$ cat config.mk
export PLATFORM = sky130hd
export DESIGN_NAME = psl_port_status_led
export DESIGN_NICKNAME = d
export VERILOG_FILES = /design/src/shared/psl_pkg.sv /design/src/hdl/psl_port_status_led.sv
export VERILOG_INCLUDE_DIRS = /design/src /design/src/shared
export SDC_FILE = /design/constraint.sdc
export NUM_CORES = 1
export LEC_CHECK = 0
export ABC_AREA = 1
export BUFFER_PORTS_ARGS = -buffer_cell sky130_fd_sc_hd__clkbuf_2
export CORE_MARGIN = 8
export CORE_UTILIZATION = 35
export DETAILED_ROUTE_END_ITERATION = 8
export GPL_TIMING_DRIVEN = 0
export PLACE_DENSITY_LB_ADDON = 0.12
export SLEW_MARGIN = 15
export SYNTH_ARGS = -nofsm -noshare
export SYNTH_HDL_FRONTEND = slang
export SYNTH_SLANG_ARGS = --single-unit
$ cat constraint.sdc
create_clock -name sys_clk -period 16.04 [get_ports sys_clk]
set_input_delay 3.208 -clock sys_clk [delete_from_list [all_inputs] [get_ports sys_clk]]
set_output_delay 3.208 -clock sys_clk [all_outputs]
set_load 0.05 [all_outputs]
$ cat src/shared/psl_consts.svh
// Constants of the port status indicator block: register offsets, field
// positions, reset values and timing figures.
// Assumes inclusion by bare name from the design file.
`ifndef PSL_CONSTS_SVH
`define PSL_CONSTS_SVH

// ***************************************************************
// Register offsets
// ***************************************************************
`define PSL_REG_CONTROL 5'h00
`define PSL_REG_STATUS 5'h01
`define PSL_REG_EXT_STATUS 5'h11
`define PSL_REG_INDICATOR 5'h14

// ***************************************************************
// Field positions
// ***************************************************************
`define PSL_CTRL_RESET_BIT 15
`define PSL_STAT_LINK_BIT 2
`define PSL_EXT_LINK_BIT 10
`define PSL_IND_STRETCH_BIT 1
`define PSL_IND_SEL_LSB 4

// ***************************************************************
// Reset values
// ***************************************************************
`define PSL_CTRL_RESET_VAL 15'h0000
`define PSL_IND_SEL_RESET_VAL 12'hd10
`define PSL_IND_STRETCH_RESET_VAL 1'b1
`define PSL_PHY_BASE 5'h00

// ***************************************************************
// Frame and timing figures
// ***************************************************************
`define PSL_PREAMBLE_BITS 6'd32
`define PSL_HDR_LAST 5'd11
`define PSL_TA_FIRST 5'd12
`define PSL_TA_LAST 5'd13
`define PSL_DATA_LAST 5'd15
`define PSL_CLK_PERIOD_NS 5
`define PSL_MS_NS 1000000
`define PSL_STRETCH_MS 30
`define PSL_BLINK_MS 50

`endif

$ cat src/shared/psl_pkg.sv
// Types of the port status indicator block.
// Assumes nothing of its surroundings.
`default_nettype none

package psl_pkg;

   // Serial management frame states, Gray along the frame
   typedef enum logic [1:0] {
      PSL_PRE = 2'h0,
      PSL_START = 2'h1,
      PSL_HDR = 2'h3,
      PSL_DATA = 2'h2
   } psl_state_t;

   // Indicator function codes
   typedef enum logic [3:0] {
      PSL_LED_RX = 4'h0,
      PSL_LED_TX = 4'h1,
      PSL_LED_ACT = 4'h2,
      PSL_LED_LINK = 4'h3,
      PSL_LED_LINK_ACT = 4'hd,
      PSL_LED_OFF = 4'he,
      PSL_LED_ON = 4'hf
   } psl_led_t;

endpackage : psl_pkg

`default_nettype wire
$ cat src/hdl/psl_port_status_led.sv
// Per-port status indicators with a serial management register slave.
// Assumes tx, rx and link inputs come from logic on sys_clk; the management
// clock and data pins are asynchronous and are synchronised here.
//
// How it works
// - Continuous traffic keeps activity steadily lit
// - Indicator bit 1 zero disables stretching
// - One stretch bit serves every port
// - Three 4-bit fields select indicator functions
// - Code 1101 shows link, activity only linked
// - Link reads at status 2, extended 10
// - Control bit 15 resets the addressed port
// - Indicators may show transmit or receive alone
// - Activity is transmit OR receive status
`include "psl_consts.svh"
`default_nettype none

module psl_port_status_led #(
   parameter int PORTS = 6,
   parameter logic [4:0] PHY_BASE = `PSL_PHY_BASE,
   parameter int MS_CYCLES = `PSL_MS_NS / `PSL_CLK_PERIOD_NS,
   parameter int STRETCH_MS = `PSL_STRETCH_MS,
   parameter int BLINK_MS = `PSL_BLINK_MS
) (
   // Clock and reset
   input wire logic sys_clk,
   input wire logic rst,
   // Port traffic and link state
   input wire logic [PORTS-1:0] txActive,
   input wire logic [PORTS-1:0] rxActive,
   input wire logic [PORTS-1:0] linkUp,
   // Management pins
   input wire logic mdcPin,
   input wire logic mdioIn,
   output logic mdioOut,
   output logic mdioOeN,
   // Indicators and port resets
   output logic [3*PORTS-1:0] ledOn,
   output logic [PORTS-1:0] portResetPulse
);

   localparam int IW = (PORTS > 1) ? $clog2(PORTS) : 1;
   localparam int MW = $clog2(MS_CYCLES);
   localparam int SW = $clog2(STRETCH_MS + 1);
   localparam int BW = $clog2(BLINK_MS + 1);

   // ***************************************************************
   // Pin synchronisers
   // ***************************************************************
   logic [1:0] mdcSync;
   logic [1:0] mdioSync;
   logic mdcLast;
   logic mdcRise;

   always_ff @(posedge sys_clk or posedge rst) begin
      if (rst) begin
         mdcSync <= 2'h0;
         mdioSync <= 2'h3;
         mdcLast <= 1'b0;
      end else begin
         mdcSync <= {mdcSync[0], mdcPin};
         mdioSync <= {mdioSync[0], mdioIn};
         mdcLast <= mdcSync[1];
      end
   end
   assign mdcRise = mdcSync[1] & ~mdcLast;

   // ***************************************************************
   // Register storage
   // ***************************************************************
   logic [14:0] ctrlReg [PORTS];
   logic [11:0] selReg [PORTS];
   logic stretchEnReg;

   function automatic logic [15:0] regRead(input logic [4:0] ra, input logic [14:0] ctl,
                                           input logic [11:0] sel, input logic lk,
                                           input logic st);
      logic [15:0] v;
      v = 16'h0000;
      case (ra)
         `PSL_REG_CONTROL: begin
            v[14:0] = ctl;
         end
         `PSL_REG_STATUS: begin
            v[`PSL_STAT_LINK_BIT] = lk;
         end
         `PSL_REG_EXT_STATUS: begin
            v[`PSL_EXT_LINK_BIT] = lk;
         end
         `PSL_REG_INDICATOR: begin
            v[15:`PSL_IND_SEL_LSB] = sel;
            v[`PSL_IND_STRETCH_BIT] = st;
         end
         default: begin
            v = 16'h0000;
         end
      endcase
      return v;
   endfunction : regRead

   // ***************************************************************
   // Management frame slave
   // ***************************************************************
   psl_pkg::psl_state_t stateReg;
   logic [5:0] onesCnt;
   logic [4:0] bitCnt;
   logic [11:0] hdrShift;
   logic [15:0] dataShift;
   logic readHit;
   logic writeHit;
   logic [4:0] hitReg;
   logic [IW-1:0] hitPort;
   logic [11:0] hdrNext;
   logic [4:0] portOff;
   logic addrHit;
   logic wrStrobe;
   logic [15:0] wrData;

   assign hdrNext = {hdrShift[10:0], mdioSync[1]};
   assign portOff = hdrNext[9:5] - PHY_BASE;
   assign addrHit = ({27'h0, portOff} < PORTS);
   assign wrData = {dataShift[14:0], mdioSync[1]};
   assign wrStrobe = mdcRise && stateReg == psl_pkg::PSL_DATA &&
                     bitCnt == `PSL_DATA_LAST && writeHit;

   always_ff @(posedge sys_clk or posedge rst) begin
      if (rst) begin
         stateReg <= psl_pkg::PSL_PRE;
         onesCnt <= 6'h00;
         bitCnt <= 5'h00;
         hdrShift <= 12'h000;
         dataShift <= 16'h0000;
         readHit <= 1'b0;
         writeHit <= 1'b0;
         hitReg <= 5'h00;
         hitPort <= '0;
         mdioOut <= 1'b1;
         mdioOeN <= 1'b1;
      end else if (mdcRise) begin
         case (stateReg)
            psl_pkg::PSL_PRE: begin
               if (mdioSync[1]) begin
                  onesCnt <= (onesCnt == `PSL_PREAMBLE_BITS) ? onesCnt : onesCnt + 6'h01;
               end else begin
                  onesCnt <= 6'h00;
                  if (onesCnt == `PSL_PREAMBLE_BITS) begin
                     stateReg <= psl_pkg::PSL_START;
                  end
               end
            end
            psl_pkg::PSL_START: begin
               bitCnt <= 5'h00;
               readHit <= 1'b0;
               writeHit <= 1'b0;
               stateReg <= mdioSync[1] ? psl_pkg::PSL_HDR : psl_pkg::PSL_PRE;
            end
            psl_pkg::PSL_HDR: begin
               bitCnt <= bitCnt + 5'h01;
               if (bitCnt <= `PSL_HDR_LAST) begin
                  hdrShift <= hdrNext;
               end
               if (bitCnt == `PSL_HDR_LAST) begin
                  readHit <= addrHit && hdrNext[11:10] == 2'h2;
                  writeHit <= addrHit && hdrNext[11:10] == 2'h1;
                  hitReg <= hdrNext[4:0];
                  hitPort <= portOff[IW-1:0];
                  dataShift <= regRead(hdrNext[4:0], ctrlReg[portOff[IW-1:0]],
                                       selReg[portOff[IW-1:0]],
                                       linkUp[portOff[IW-1:0]], stretchEnReg);
               end
               if (bitCnt == `PSL_TA_FIRST && readHit) begin
                  mdioOut <= 1'b0;
                  mdioOeN <= 1'b0;
               end
               if (bitCnt == `PSL_TA_LAST) begin
                  mdioOut <= readHit ? dataShift[15] : 1'b1;
                  bitCnt <= 5'h00;
                  stateReg <= psl_pkg::PSL_DATA;
               end
            end
            psl_pkg::PSL_DATA: begin
               bitCnt <= bitCnt + 5'h01;
               dataShift <= wrData;
               mdioOut <= readHit ? dataShift[14] : 1'b1;
               if (bitCnt == `PSL_DATA_LAST) begin
                  mdioOut <= 1'b1;
                  mdioOeN <= 1'b1;
                  onesCnt <= 6'h00;
                  stateReg <= psl_pkg::PSL_PRE;
               end
            end
            default: begin
               stateReg <= psl_pkg::PSL_PRE;
            end
         endcase
      end
   end

   // ***************************************************************
   // Register writes and port reset
   // ***************************************************************
   logic [PORTS-1:0] portResetReq;

   always_ff @(posedge sys_clk or posedge rst) begin
      if (rst) begin
         stretchEnReg <= `PSL_IND_STRETCH_RESET_VAL;
      end else if (wrStrobe && hitReg == `PSL_REG_INDICATOR) begin
         // A single bit shared by all ports, whichever port address wrote it
         stretchEnReg <= wrData[`PSL_IND_STRETCH_BIT];
      end
   end

   // ***************************************************************
   // Traffic stretching and blink phase
   // ***************************************************************
   logic [MW-1:0] msCnt;
   logic msTick;
   logic [BW-1:0] blinkCnt;
   logic blinkPhase;

   always_ff @(posedge sys_clk or posedge rst) begin
      if (rst) begin
         msCnt <= '0;
         msTick <= 1'b0;
         blinkCnt <= '0;
         blinkPhase <= 1'b0;
      end else begin
         msTick <= (msCnt == MW'(MS_CYCLES - 1));
         msCnt <= (msCnt == MW'(MS_CYCLES - 1)) ? '0 : msCnt + MW'(1);
         if (msTick) begin
            blinkCnt <= (blinkCnt == BW'(BLINK_MS - 1)) ? '0 : blinkCnt + BW'(1);
            if (blinkCnt == BW'(BLINK_MS - 1)) begin
               blinkPhase <= ~blinkPhase;
            end
         end
      end
   end

   function automatic logic ledDecode(input logic [3:0] sel, input logic tx, input logic rx,
                                      input logic lk, input logic blink);
      logic on;
      on = 1'b0;
      case (sel)
         psl_pkg::PSL_LED_RX: on = rx;
         psl_pkg::PSL_LED_TX: on = tx;
         psl_pkg::PSL_LED_ACT: on = tx | rx;
         psl_pkg::PSL_LED_LINK: on = lk;
         // Activity blinks the lit link indicator and never lights it alone
         psl_pkg::PSL_LED_LINK_ACT: on = lk & ~((tx | rx) & blink);
         psl_pkg::PSL_LED_OFF: on = 1'b0;
         psl_pkg::PSL_LED_ON: on = 1'b1;
         default: on = 1'b0;
      endcase
      return on;
   endfunction : ledDecode

   genvar p;
   generate
      for (p = 0; p < PORTS; p++) begin : g_port
         logic [SW-1:0] txHold;
         logic [SW-1:0] rxHold;
         logic txInd;
         logic rxInd;

         always_ff @(posedge sys_clk or posedge rst) begin
            if (rst) begin
               ctrlReg[p] <= `PSL_CTRL_RESET_VAL;
               selReg[p] <= `PSL_IND_SEL_RESET_VAL;
               portResetReq[p] <= 1'b0;
            end else begin
               portResetReq[p] <= 1'b0;
               if (wrStrobe && hitPort == IW'(p)) begin
                  if (hitReg == `PSL_REG_CONTROL && wrData[`PSL_CTRL_RESET_BIT]) begin
                     // Self-clearing: the port returns to defaults and restarts
                     ctrlReg[p] <= `PSL_CTRL_RESET_VAL;
                     selReg[p] <= `PSL_IND_SEL_RESET_VAL;
                     portResetReq[p] <= 1'b1;
                  end else if (hitReg == `PSL_REG_CONTROL) begin
                     ctrlReg[p] <= wrData[14:0];
                  end else if (hitReg == `PSL_REG_INDICATOR) begin
                     selReg[p] <= wrData[15:`PSL_IND_SEL_LSB];
                  end
               end
            end
         end

         // Retriggered on every event, so back-to-back traffic never gaps
         always_ff @(posedge sys_clk or posedge rst) begin
            if (rst) begin
               txHold <= '0;
               rxHold <= '0;
            end else begin
               if (txActive[p]) begin
                  txHold <= SW'(STRETCH_MS);
               end else if (msTick && txHold != '0) begin
                  txHold <= txHold - SW'(1);
               end
               if (rxActive[p]) begin
                  rxHold <= SW'(STRETCH_MS);
               end else if (msTick && rxHold != '0) begin
                  rxHold <= rxHold - SW'(1);
               end
            end
         end

         assign txInd = txActive[p] | (stretchEnReg & (txHold != '0));
         assign rxInd = rxActive[p] | (stretchEnReg & (rxHold != '0));

         // Outputs registered so the pins never glitch on select changes
         always_ff @(posedge sys_clk or posedge rst) begin
            if (rst) begin
               ledOn[3*p +: 3] <= 3'h0;
               portResetPulse[p] <= 1'b0;
            end else begin
               ledOn[3*p+2] <= ledDecode(selReg[p][11:8], txInd, rxInd, linkUp[p], blinkPhase);
               ledOn[3*p+1] <= ledDecode(selReg[p][7:4], txInd, rxInd, linkUp[p], blinkPhase);
               ledOn[3*p] <= ledDecode(selReg[p][3:0], txInd, rxInd, linkUp[p], blinkPhase);
               portResetPulse[p] <= portResetReq[p];
            end
         end
      end
   endgenerate

endmodule : psl_port_status_led

`default_nettype wire

==> impl_metrics.env, run 1 <==
export IMPL_status="finished clean"
export IMPL_p_leak_nw=9.252
export IMPL_die_height_um=238.8
export IMPL_nets=2424
export IMPL_ir_drop_v=0.00006592
export IMPL_cts_resized=0
export IMPL_place_inst=2990
export IMPL_grt_use_total_pct=18.92
export IMPL_grt_max_degree=98
export IMPL_tightest_slew_ps=1189
export IMPL_routabilityCongestion=0.8865
export IMPL_layout_cells_non_filler=3058
export IMPL_post_drt_wl_per_cell_um=17.52
export IMPL_multi_input_area_um2=7622
export IMPL_rows=81
export IMPL_cts_hold_fix_buffers=0
export IMPL_yosysTopAreaCellShare_pct=44.23
export IMPL_wl_mm=53.57
export IMPL_n_antenna_cell=0
export IMPL_p_total_mw=1.896
export IMPL_setup_viol=0
export IMPL_core_area_um2=48950
export IMPL_end_kind="output port"
export IMPL_vias_per_cell=4.996
export IMPL_dr_first_iter_drc_count=1162
export IMPL_fmax_mhz=218.7
export IMPL_drive_above_1_share_pct=9.774
export IMPL_tritoncts="yes"
export IMPL_period_minus_slack_ps=4571
export IMPL_synth_cell_types=43
export IMPL_drc=0
export IMPL_hold_class="reg2reg"
export IMPL_grt_ovfl_total=0
export IMPL_initial_core_util_pct=35.48
export IMPL_min_path_cells=0
export IMPL_worst_r2r_cell_count=10
export IMPL_crit_start="mdioOeN"
export IMPL_cts_sinks=336
export IMPL_synth_edf_count=0
export IMPL_yosysTopAreaCell="dfrtp_1"
export IMPL_power_density_nw_per_um2=95.44
export IMPL_critical_path_slowest_cell="dfstp_2"
export IMPL_fillers=5052
export IMPL_ys_ff_latch=336
export IMPL_cts_reportedPaths_clkPinSlew_ps=60
export IMPL_clock_latency_ps=560
export IMPL_r2r_start="hitReg[0]"
export IMPL_syn_area_per_cell_um2=7.631
export IMPL_clk_path_buf_depth=3
export IMPL_r2r_setup_slack_ps=13330
export IMPL_dp_hpwl_mm=38.53
export IMPL_min_to="portResetPulse[0]"
export IMPL_yosys_top_cells_area="dfrtp_1 44%, nand2_1 16%, nand3_1 5.2%, inv_1 5.0%, o21ai_0 4.9%"
export IMPL_worstSetupPathType="reg2out"
export IMPL_start_kind="flop"
export IMPL_synth_cells=2276
export IMPL_synth_warnings=0
export IMPL_required_ps=12830
export IMPL_hold_violations=0
export IMPL_reg2reg_to="ctrlReg[36]"
export IMPL_crit_arrival_ps=1360
export IMPL_io_buffers=47
export IMPL_dieWidth_um=238.8
export IMPL_final_max_slew_viol_count=0
export IMPL_hold_start="portResetReq[0]"
export IMPL_area_delta_synth_final_pct=14.36
export IMPL_cpLargestDelayFamily="flip-flops"
export IMPL_rsz0062_at_grt="no"
export IMPL_syn_cell_area_um2=17370
export IMPL_post_cts_buffers=0
export IMPL_first_pass_iters=6
export IMPL_root_buffer="clkbuf_16"
export IMPL_setup_ws_ps=11470
export IMPL_async_flop_share_pct=100.0
export IMPL_ios=48
export IMPL_path_buf_inv=1
export IMPL_htreeDepth=2
export IMPL_cp_slowest_stage_delay_ps=530
export IMPL_slew_headroom_pct=20.72
export IMPL_grt_pass1_vias=14840
export IMPL_cts_buffers=41
export IMPL_seq_area_um2=8444
export IMPL_path_cells="clkbuf_2"
export IMPL_vias=15280
export IMPL_maxCapViolCount=0
export IMPL_synth_main_ff_cell="dfrtp_1"
export IMPL_fin_skew_ps=11.43
export IMPL_grt_pass1_wl_mm=84.84
export IMPL_die_area_um2=57010
export IMPL_yosysSeqAreaShare_pct=48.62
export IMPL_synth_fp_nets=2331
export IMPL_path_max_fanout=2
export IMPL_timing_final_crit_share_pct=28.50
export IMPL_fin_area_um2=19860
export IMPL_preCtsSetupSlack_ps=11360
export IMPL_antenna_found_initial=0
export IMPL_placed_cell_area_um2=18520
export IMPL_antenna_left=0
cells in the mapped netlist, drive strengths merged, types with 2 or more instances:
cell	n
nand2	738
dfrtp	307
o21ai	265
inv	236
nand3	182
nor2	167
a21oi	82
buf	44
clkbuf	42
nor3	38
ha	33
dfstp	29
nand4	27
o211ai	16
o21a	14
nand3b	12
nor4	11
or2	8
xor2	8
xnor2	7
o22ai	4
clkinv	2
worst reg2reg max path: cells and delay by family, from the launching register on:
| family | cells | cell delay (ps) |
|---|---|---|
| and+or+nand+nor | 5 | 540 |
| DFF | 1 | 370 |
| buffers and inverters | 4 | 1400 |
| AOI/OAI and AO/OA | 1 | 220 |
cells by family after synthesis:
group / synth area share (%)
flops: 48.62
xor+xnor: 0.7565
fa+ha+maj: 2.377
buf+inv: 7.492
compound gates: 11.95
simple gates: 28.80
per-stage QoR:
step / hold WS (ps) / TNS (ps) / utilization, %
after floorplan: 331.2 / 0 / -
after global placement: 335.8 / -279310 / 37.66
after detailed placement: 337.8 / 0 / 37.84
after CTS: 349.6 / 0 / 40.58
after global routing: 354.7 / 0 / 40.58
final: 343.6 / 0 / 40.58
where the power goes:
group          leakage [nW]  switching, mW  internal, mW
logic                  4.30         0.0632        0.0232
clock network         0.660          0.371         0.571
registers              4.29        0.00669         0.860
how the worst max path moves through the flow:
stage / endpoint / slack, ps / depth (start not counted)
detailed placement: selReg[71] / 11360 / 4
global route: mdioOut / 11430 / 1
floorplan: bitCnt[0] / 3570 / 1
global placement: g_port[2].rxHold[4] / -950 / 2
finish: mdioOeN / 11470 / 1
CTS: mdioOeN / 11430 / 1
area by class of cell:
cell class | instances | share of cell area [%]
Buffer | 86 | 2.041
Clock buffer | 55 | 5.883
Clock inverter | 13 | 0.8567
Inverter | 238 | 4.548
Multi-Input combinational cell | 1616 | 38.37
Sequential cell | 336 | 42.51
Tap cell | 664 | 4.183
Timing Repair Buffer | 50 | 1.600
per-layer routing:
metal  GRT usage (%)  vias up  part of all wire, %
met5               0        -                    0
met4           6.866        0                  3.2
met3           2.467       90                  4.7
met2           29.56      343                   45
met1           26.60     7332                   47
li1                -     7513                    -
state kept, by name (all words and copies together) (netlist names), 11 cells and up:
signal         cells
msCnt             18
dataShift         16
ctrlReg           90
g_port.txHold     30
g_port.rxHold     30
selReg            72
hdrShift          11
ledOn             18
placed cells by master (no fill, tap or decap), drive strengths merged, types with 12 or more instances in the layout:
| cell type | synthesis | routed |
|---|---|---|
| a21oi | 82 | 82 |
| buf | 44 | 47 |
| clkbuf | 42 | 144 |
| dfrtp | 307 | 307 |
| dfstp | 29 | 29 |
| ha | 33 | 33 |
| inv | 236 | 236 |
| nand2 | 738 | 738 |
| nand3 | 182 | 182 |
| nand3b | 12 | 12 |
| nand4 | 27 | 27 |
| nor2 | 167 | 167 |
| nor3 | 38 | 38 |
| o211ai | 16 | 16 |
| o21a | 14 | 14 |
| o21ai | 265 | 265 |
No activity file was read; power rests on OpenSTA's default activity.
==> inputs of run 2 (changes only) <==
==> constraint.sdc (replaced) <==
create_clock -name sys_clk -period 4.6 [get_ports sys_clk]
set_input_delay 0.92 -clock sys_clk [delete_from_list [all_inputs] [get_ports sys_clk]]
set_output_delay 0.92 -clock sys_clk [all_outputs]
set_load 0.05 [all_outputs]
==> run 2 against run 1 <==
Effect of this change:
- global-route usage grew 0.24 points
- utilization is 0.86 points higher
- sequential share of layout area shrank 0.88 points
- sequential power grew to 3.5 times the previous value
- clock skew grew 7.8 ps
- combinational power grew to 3.7 times the previous value
- setup slack worse by 9600 ps
- clock-buffer cell count grew 1
- flip-flop and latch count did not move
- first-iteration DRC count increased by 5.3%
- via count up 1.4%
- critical endpoint is now ctrlReg[22]
- largest power group unchanged
- highest routed layer unchanged
==> impl_metrics.env, run 2 (synthesized netlist as in run 1, its figures left out) <==
export IMPL_grt_met2_usage_pct=30.09
export IMPL_cts_buffers=43
export IMPL_clock_power_share_pct=53.6
export IMPL_grt_max_degree=34
export IMPL_path_cells="inv_1 -> nand2_1 -> nor2_1 -> nand2_1 -> nor2_4 -> buf_2 -> nor2_1 -> inv_1 -> clkbuf_1 -> o21ai_0"
export IMPL_nets=2434
export IMPL_seqPwrFrac_pct=42.0
export IMPL_clk_path_buf_depth=3
export IMPL_grt_use_met1_pct=26.55
export IMPL_worst_r2r_cell_count=10
export IMPL_htreeDepth=2
export IMPL_dieWidth_um=238.8
export IMPL_tritoncts="yes"
export IMPL_start_kind="flop"
export IMPL_n_antenna_cell=0
export IMPL_tightest_slew_ps=1181
export IMPL_drc=0
export IMPL_grt_use_total_pct=19.16
export IMPL_root_buffer="clkbuf_16"
export IMPL_final_max_slew_viol_count=0
export IMPL_slew_headroom_pct=21.30
export IMPL_crit_start="hitReg[0]"
export IMPL_grt_pass1_wl_mm=85.70
export IMPL_fin_skew_ps=19.22
export IMPL_dr_first_iter_drc_count=1224
export IMPL_maxCapViolCount=0
export IMPL_largest_register_ff_count=90
export IMPL_ios=48
export IMPL_period_minus_slack_ps=2771
export IMPL_rsz0062_at_grt="no"
export IMPL_cts_reportedPaths_clkPinSlew_ps=60
export IMPL_grt_pass1_vias=14930
export IMPL_wl_mm=54.67
export IMPL_timing_final_crit_share_pct=60.24
export IMPL_placed_cell_area_um2=18670
export IMPL_vias_per_cell=5.036
export IMPL_path_max_fanout=10
export IMPL_p_leak_nw=9.447
export IMPL_core_area_um2=48950
export IMPL_post_drt_wl_per_cell_um=17.77
export IMPL_antenna_found_initial=0
export IMPL_p_total_mw=7.196
export IMPL_regMostFlops="ctrlReg"
export IMPL_initial_core_util_pct=35.48
export IMPL_final_cell_mix="734 x nand2_1, 307 x dfrtp_1, 230 x inv_1"
export IMPL_place_inst=2998
export IMPL_combPwrFrac_pct=4.4
export IMPL_routabilityCongestion=0.8647
export IMPL_area_delta_synth_final_pct=16.78
export IMPL_p_int_mw=5.588
export IMPL_fmax_mhz=360.9
export IMPL_setup_ws_ps=1829
export IMPL_fin_setup_tns_ps=0
export IMPL_antenna_left=0
export IMPL_power_density_nw_per_um2=354.8
export IMPL_grt_ovfl_total=0
export IMPL_io_buffers=47
export IMPL_crit_arrival_ps=3160
export IMPL_cts_resized=0
export IMPL_r2r_start="hitReg[0]"
export IMPL_die_area_um2=57010
export IMPL_top_regs="ctrlReg: 90 flops, selReg: 72 flops"
export IMPL_vias=15500
export IMPL_busiest_layer="met2"
export IMPL_worstSetupPathType="reg2reg"
export IMPL_whs_ps=345.1
export IMPL_critical_path_slowest_cell="clkbuf_1"
export IMPL_cp_slowest_stage_delay_ps=900
export IMPL_final_util_pct=41.43
export IMPL_fin_area_um2=20280
export IMPL_hold_violations=0
export IMPL_first_pass_iters=5
export IMPL_setup_viol=0
export IMPL_grt_util_met3_pct=3.366
export IMPL_drive_above_1_share_pct=10.32
export IMPL_cts_hold_fix_buffers=0
export IMPL_final_common_cell="nand2_1"
export IMPL_ir_drop_v=0.0002459
export IMPL_status="finished clean"
export IMPL_hold_class="reg2reg"
export IMPL_p_switching_mw=1.609
export IMPL_post_cts_buffers=0
export IMPL_end_kind="flop"
export IMPL_die_height_um=238.8
export IMPL_required_ps=4990
export IMPL_reg2reg_to="ctrlReg[22]"
export IMPL_cts_sinks=336
export IMPL_clock_latency_ps=570
export IMPL_switching_share_pct=22.35
export IMPL_r2r_setup_slack_ps=1830
export IMPL_setup_worst_path_end="ctrlReg[22]"
export IMPL_rows=81
export IMPL_dp_hpwl_mm=39.35
export IMPL_preCtsSetupSlack_ps=1858
export IMPL_layout_cells_non_filler=3077
==> run 2: cell count changes in the layout (fill, tap and decap cells not counted), sizes merged <==
cell,before,now
buf,47,55
bufinv,4,12
clkbuf,144,145
clkinv,9,11
==> run 2: worst min path at each step <==
stage | startpoint | to | slack, ps | depth (start not counted)
finish | portResetReq[3] | portResetPulse[3] | 350 | 0
CTS | portResetReq[3] | portResetPulse[3] | 350 | 0
floorplan | mdcSync[0] | mdcSync[1] | 330 | 0
global placement | mdcSync[0] | mdcSync[1] | 330 | 0
detailed placement | mdcSync[0] | mdcSync[1] | 340 | 0
global route | portResetReq[3] | portResetPulse[3] | 350 | 0
==> run 2: cell type report <==
class	instances	area (um2)
multi-input cells	1616	7622
clock inverters	23	421.7
clock buffers	56	1187
inverters	238	899.6
repair buffers	58	470.5
well taps	664	830.8
fillers	5063	28670
plain buffers	86	405.4
flip-flops and latches	336	8444
==> run 2: routing by layer <==
metal | up-vias | share of wire [%]
met1 | 7431 | 47
met2 | 395 | 45
met4 | 0 | 3.1
met3 | 102 | 5.6
li1 | 7568 | -
met5 | - | 0
==> run 2: power by group through the flow <==
stage | Sequential, mW | Combinational [mW] | Clock, mW
after floorplan | 3.10 | 0.181 | 0
after global placement | 3.08 | 0.290 | 0
final | 3.02 | 0.318 | 3.85
after global routing | 3.03 | 0.368 | 4.07
after detailed placement | 3.08 | 0.325 | 0
after CTS | 3.02 | 0.326 | 3.96
==> run 2: critical path: cells and delay by family, from the launching register on <==
kind | cells | cell delay (ps)
and+or+nand+nor | 5 | 540
buffers and inverters | 4 | 1440
DFF | 1 | 370
AOI/OAI and AO/OA | 1 | 230
